[config.mk]
export PLATFORM = sky130hd
export DESIGN_NAME = warning_light_driver
export DESIGN_NICKNAME = d
export VERILOG_FILES = /design/src/logic/alarm_channel.v /design/src/logic/warning_light_driver.v
export VERILOG_INCLUDE_DIRS = /design/src /design/src/logic
export SDC_FILE = /design/constraint.sdc
export NUM_CORES = 1
export LEC_CHECK = 0
export ABC_AREA = 1
export BUFFER_PORTS_ARGS = -buffer_cell sky130_fd_sc_hd__buf_2
export CAP_MARGIN = 10
export CELL_PAD_IN_SITES_DETAIL_PLACEMENT = 1
export CELL_PAD_IN_SITES_GLOBAL_PLACEMENT = 1
export CORE_ASPECT_RATIO = 0.5
export CORE_UTILIZATION = 40
export DETAILED_ROUTE_END_ITERATION = 6
export HOLD_SLACK_MARGIN = 0.15
export PLACE_DENSITY_LB_ADDON = 0.1
export SLEW_MARGIN = 25
export SYNTH_ARGS = -nofsm -noshare
export SYNTH_HDL_FRONTEND = slang
export SYNTH_SLANG_ARGS = --single-unit
[constraint.sdc]
create_clock -name core_clk -period 3.4 [get_ports core_clk]
set_input_delay 0.17 -clock core_clk [delete_from_list [all_inputs] [get_ports core_clk]]
set_output_delay 0.17 -clock core_clk [all_outputs]
set_load 0.1 [all_outputs]
[src/logic/warning_light_defines.vh]
// constants for the warning light register block
`ifndef WARNING_LIGHT_DEFINES_VH
`define WARNING_LIGHT_DEFINES_VH
`define WL_REG_COUNT 8
`define WL_WORD_W 32
`define WL_IDX_W 3
`define WL_BITS 256
`define WL_REG_RESET 32'h00000000
`define WL_LAST_IDX 3'h7
`define WL_ALARM_COUNT 8
`endif

[src/logic/alarm_channel.v]
// one audible alarm with its operator silence latch
`timescale 1ns/1ps
module alarm_channel (
  input wire core_clk,
  input wire rst_n,
  input wire ctrl_bit,
  input wire silence_btn,
  output wire alarm_on
);
  reg sync1_r;
  reg sync2_r;
  reg silenced_r;
  wire silenced_nxt;

  // pushbutton is a console pin, so two flops before any use
  always @(posedge core_clk or negedge rst_n) begin
    if (!rst_n) begin
      sync1_r <= 1'b0;
      sync2_r <= 1'b0;
    end else begin
      sync1_r <= silence_btn;
      sync2_r <= sync1_r;
    end
  end

  // latch cleared while the bit is zero, so only a fresh set re-arms
  assign silenced_nxt = ctrl_bit & (silenced_r | sync2_r);

  always @(posedge core_clk or negedge rst_n) begin
    if (!rst_n) begin
      silenced_r <= 1'b0;
    end else begin
      silenced_r <= silenced_nxt;
    end
  end

  // sounds whenever the bit is set and not silenced
  assign alarm_on = ctrl_bit & ~silenced_r;
endmodule // alarm_channel

[src/logic/warning_light_driver.v]
// warning light storage registers with lamp and alarm outputs
`timescale 1ns/1ps
`include "warning_light_defines.vh"
module warning_light_driver (
  input wire core_clk,
  input wire rst_n,
  input wire xfer_start,
  input wire word_strobe,
  input wire [`WL_WORD_W-1:0] word_data,
  input wire [`WL_ALARM_COUNT-1:0] silence_btn,
  output wire xfer_busy,
  output reg xfer_done,
  output wire [`WL_BITS-1:0] lamp_out,
  output wire [`WL_ALARM_COUNT-1:0] alarm_out
);
  localparam ST_IDLE = 1'b0;
  localparam ST_LOAD = 1'b1;

  reg state_r;
  reg state_nxt;
  reg [`WL_IDX_W-1:0] idx_r;
  reg [`WL_IDX_W-1:0] idx_nxt;
  reg [`WL_WORD_W-1:0] store_r [0:`WL_REG_COUNT-1];
  wire load_en;
  integer i;

  // a word is accepted only inside a transfer; stray strobes are ignored
  assign load_en = (state_r == ST_LOAD) & word_strobe;
  assign xfer_busy = (state_r == ST_LOAD);

  // transfer control: start opens a frame, eighth word closes it
  always @* begin
    state_nxt = state_r;
    idx_nxt = idx_r;
    case (state_r)
      ST_IDLE: begin
        idx_nxt = 3'h0;
        if (xfer_start) begin
          state_nxt = ST_LOAD;
        end
      end
      ST_LOAD: begin
        if (word_strobe) begin
          idx_nxt = idx_r + 3'h1;
          if (idx_r == `WL_LAST_IDX) begin
            state_nxt = ST_IDLE;
          end
        end
      end
      default: begin
        state_nxt = ST_IDLE;
        idx_nxt = 3'h0;
      end
    endcase
  end

  always @(posedge core_clk or negedge rst_n) begin
    if (!rst_n) begin
      state_r <= ST_IDLE;
      idx_r <= 3'h0;
      xfer_done <= 1'b0;
    end else begin
      state_r <= state_nxt;
      idx_r <= idx_nxt;
      xfer_done <= load_en & (idx_r == `WL_LAST_IDX);
    end
  end

  // whole-word overwrite; a zero bit clears its light, no read-modify-write
  always @(posedge core_clk or negedge rst_n) begin
    if (!rst_n) begin
      for (i = 0; i < `WL_REG_COUNT; i = i + 1) begin
        store_r[i] <= `WL_REG_RESET;
      end
    end else if (load_en) begin
      store_r[idx_r] <= word_data;
    end
  end

  // fixed patch: indicator n follows flat storage bit n
  genvar g;
  generate
    for (g = 0; g < `WL_REG_COUNT; g = g + 1) begin : g_lamp
      assign lamp_out[g*`WL_WORD_W +: `WL_WORD_W] = store_r[g];
    end
    // alarm k is patched to bit 0 of register k
    for (g = 0; g < `WL_ALARM_COUNT; g = g + 1) begin : g_alarm
      alarm_channel u_alarm (
        .core_clk(core_clk),
        .rst_n(rst_n),
        .ctrl_bit(store_r[g][0]),
        .silence_btn(silence_btn[g]),
        .alarm_on(alarm_out[g])
      );
    end
  endgenerate
endmodule // warning_light_driver

==> metrics <==
Top Ports=310; die area=around 29000 um2; Fin. Hold Viols=0; post-synth cell types=15; number of buffers created by CTS=26; fin worst setup slack=768 ps; Port Buffers=309; Final Cycle Share=0.774; Vias/cell=4.89; DRT Pass-1 Iters=5; Post-Syn Instances=~1200; H-tree depth=1; pre-CTS setup slack=749 ps; startpoint types=flop; clk buf depth=3; Worst-path clk slew=around 70 ps; clock sinks=285; critical path capture point type=flop; synthesized area=11100 um2; post-layout minimum cycle time=2630 ps; Final Net Count=1571; Layout area overhead=26.4%; register area share after synthesis=0.642; Setup CP Type=flop to flop; Starting Density=0.414; Fillers=around 3200; Yosys top cell by area=dfrtp_1; Routed Antenna Nets=0; status=completed; number of synthesized register bits=285; initial DRC count=653; first-pass GRT wire length=59100 um; Worst-Margin Slew=1010 ps; DRC errors left=0; syn nets=1281; setup violators final=0; reg2reg setup slack=770 ps; Skew-Pair Late Insertion Delay=between 500 and 600 ps; Achievable Freq=0.380 GHz; Yosys warning count=0; root buffer cell=clkbuf_16; RSZ-0062 raised after global routing=no; Die Ht=around 120 um; CP required=3830 ps; Rows=42; clock skew=approximately 16 ps; setup_tns=0 ps; number of max-slew violations in the final report=0; vias in the first global route=about 10000; Max Cap Violations=0; share of post-route cells with drive strength above 1=0.245; max_slew headroom=0.328; via count=9392; Placer Congestion=0.787; post-CTS sizing=0; largest net degree at the start of global routing=84; Core Box Area=between 20000 and 30000 um2; GRT Util Overall=0.273; CP Data Arrival Time=3060 ps; Min Hold Slack=195 ps; initial antenna violation count=1; FF-to-FF Start=xfer_busy$_DFF_PN0_; Detailed Route WL=38500 um; worst hold path type=primary input to async pin; Critical Path Fanout Max=37; wire per inst=20.0 um; synthesized area per cell=9.00 um2; Die Span X=238 um; R2R depth=6; hpwl dp=25300 um; R2R Path End=lamp_out[76]$_DFFE_PN0P_; CTS tree=built; largest cells by area after synthesis=dfrtp_1 (64%), nand2_1 (22%), nand3_1 (5.9%); grt total ovfl=0; Synth top area share=0.642
[through the flow]
| step | instance area (um2) | utilization | std cells |
|---|---|---|---|
| finish | 14000 | 0.523 | 1919 |
| global route | 14000 | 0.523 | 1919 |
| CTS | 14000 | 0.523 | 1918 |
| detailed placement | 12700 | 0.473 | 1827 |
| global placement | 12700 | 0.473 | 1827 |
| floorplan | 11100 | - | 1235 |
[worst max-delay path, stage by stage, from the launching register on]
cell	delay, ps
dfrtp_1	460
nand2_1	160
nor2_4	660
nand2_1	640
buf_4	410
nand2_1	100
nand2_1	70
[logic make-up (layout without fill, tap and decap cells)]
kind of cell | after synthesis | count (layout) | synth area share
AO/OA/AOI/OAI | 3 | 3 | 0.00158
adder cells (fa/ha/maj) | 2 | 2 | 0.00225
buffers and inverters | 126 | 435 | 0.0630
flip-flops | 285 | 285 | 0.642
other | 0 | 1 | 0
AND/OR/NAND/NOR | 819 | 819 | 0.292
[Yosys cell counts (all sizes together)]
cell type,number
nor2,34
clkinv,3
buf,61
nand3,131
dfrtp,285
nand2,654
ha,2
inv,13
clkbuf,49
o21bai,1
o21ai,2
[layer usage]
| layer | vias to the layer above | GRT usage | part of all wire |
|---|---|---|---|
| met3 | 52 | 0.0614 | 0.054 |
| met2 | 225 | 0.458 | 0.48 |
| li1 | 4339 | - | - |
| met1 | 4776 | 0.366 | 0.44 |
| met4 | 0 | 0.0536 | 0.017 |
| met5 | - | 0 | 0 |
[registers in the layout, indices dropped and copies added, names as in the netlist]
signal,count
g_alarm.u_alarm.silenced_r,8
g_alarm.u_alarm.sync1_r,8
g_alarm.u_alarm.sync2_r,8
idx_r,3
lamp_out,256
xfer_busy,1
xfer_done,1
[how the worst max path moves through the flow]
stage	from	to	slack, ps	cells past startpoint
after floorplan	xfer_busy$_DFF_PN0_	lamp_out[33]$_DFFE_PN0P_	1400	6
after global placement	xfer_busy$_DFF_PN0_	lamp_out[157]$_DFFE_PN0P_	850	5
after detailed placement	xfer_busy$_DFF_PN0_	lamp_out[219]$_DFFE_PN0P_	750	5
after CTS	xfer_busy$_DFF_PN0_	lamp_out[199]$_DFFE_PN0P_	660	5
after global routing	xfer_busy$_DFF_PN0_	lamp_out[76]$_DFFE_PN0P_	590	6
final	xfer_busy$_DFF_PN0_	lamp_out[76]$_DFFE_PN0P_	770	6
[timing repair]
action | 4_1_cts | 5_1_grt
setup buffers | 0 | 0
hold endpoints to repair | 348 | 0
hold buffers | 44 | 0
setup endpoints to repair | 0 | 0
[final cells by class]
class	count	area (um2)	share of cell area
antenna	1	2.50	0.000178
clock buffer	38	777	0.0553
clock inverter	9	123	0.00873
inverter	16	60.1	0.00428
multi-input combinational	824	3320	0.236
sequential	285	7130	0.508
tap	374	468	0.0333
timing repair buffer	372	2160	0.154
[cells in the final DEF, fill, tap and decap left out, types with 6 or more instances in the layout]
master	count
nand2_1	651
buf_2	308
dfrtp_1	285
nand3_1	131
dlygate4sd3_1	44
nor2_1	28
clkbuf_16	27
buf_4	17
inv_1	13
clkbuf_8	6
Power is not shown: default switching activity piles up to over one toggle a cycle in this logic, so the estimate is an artifact.
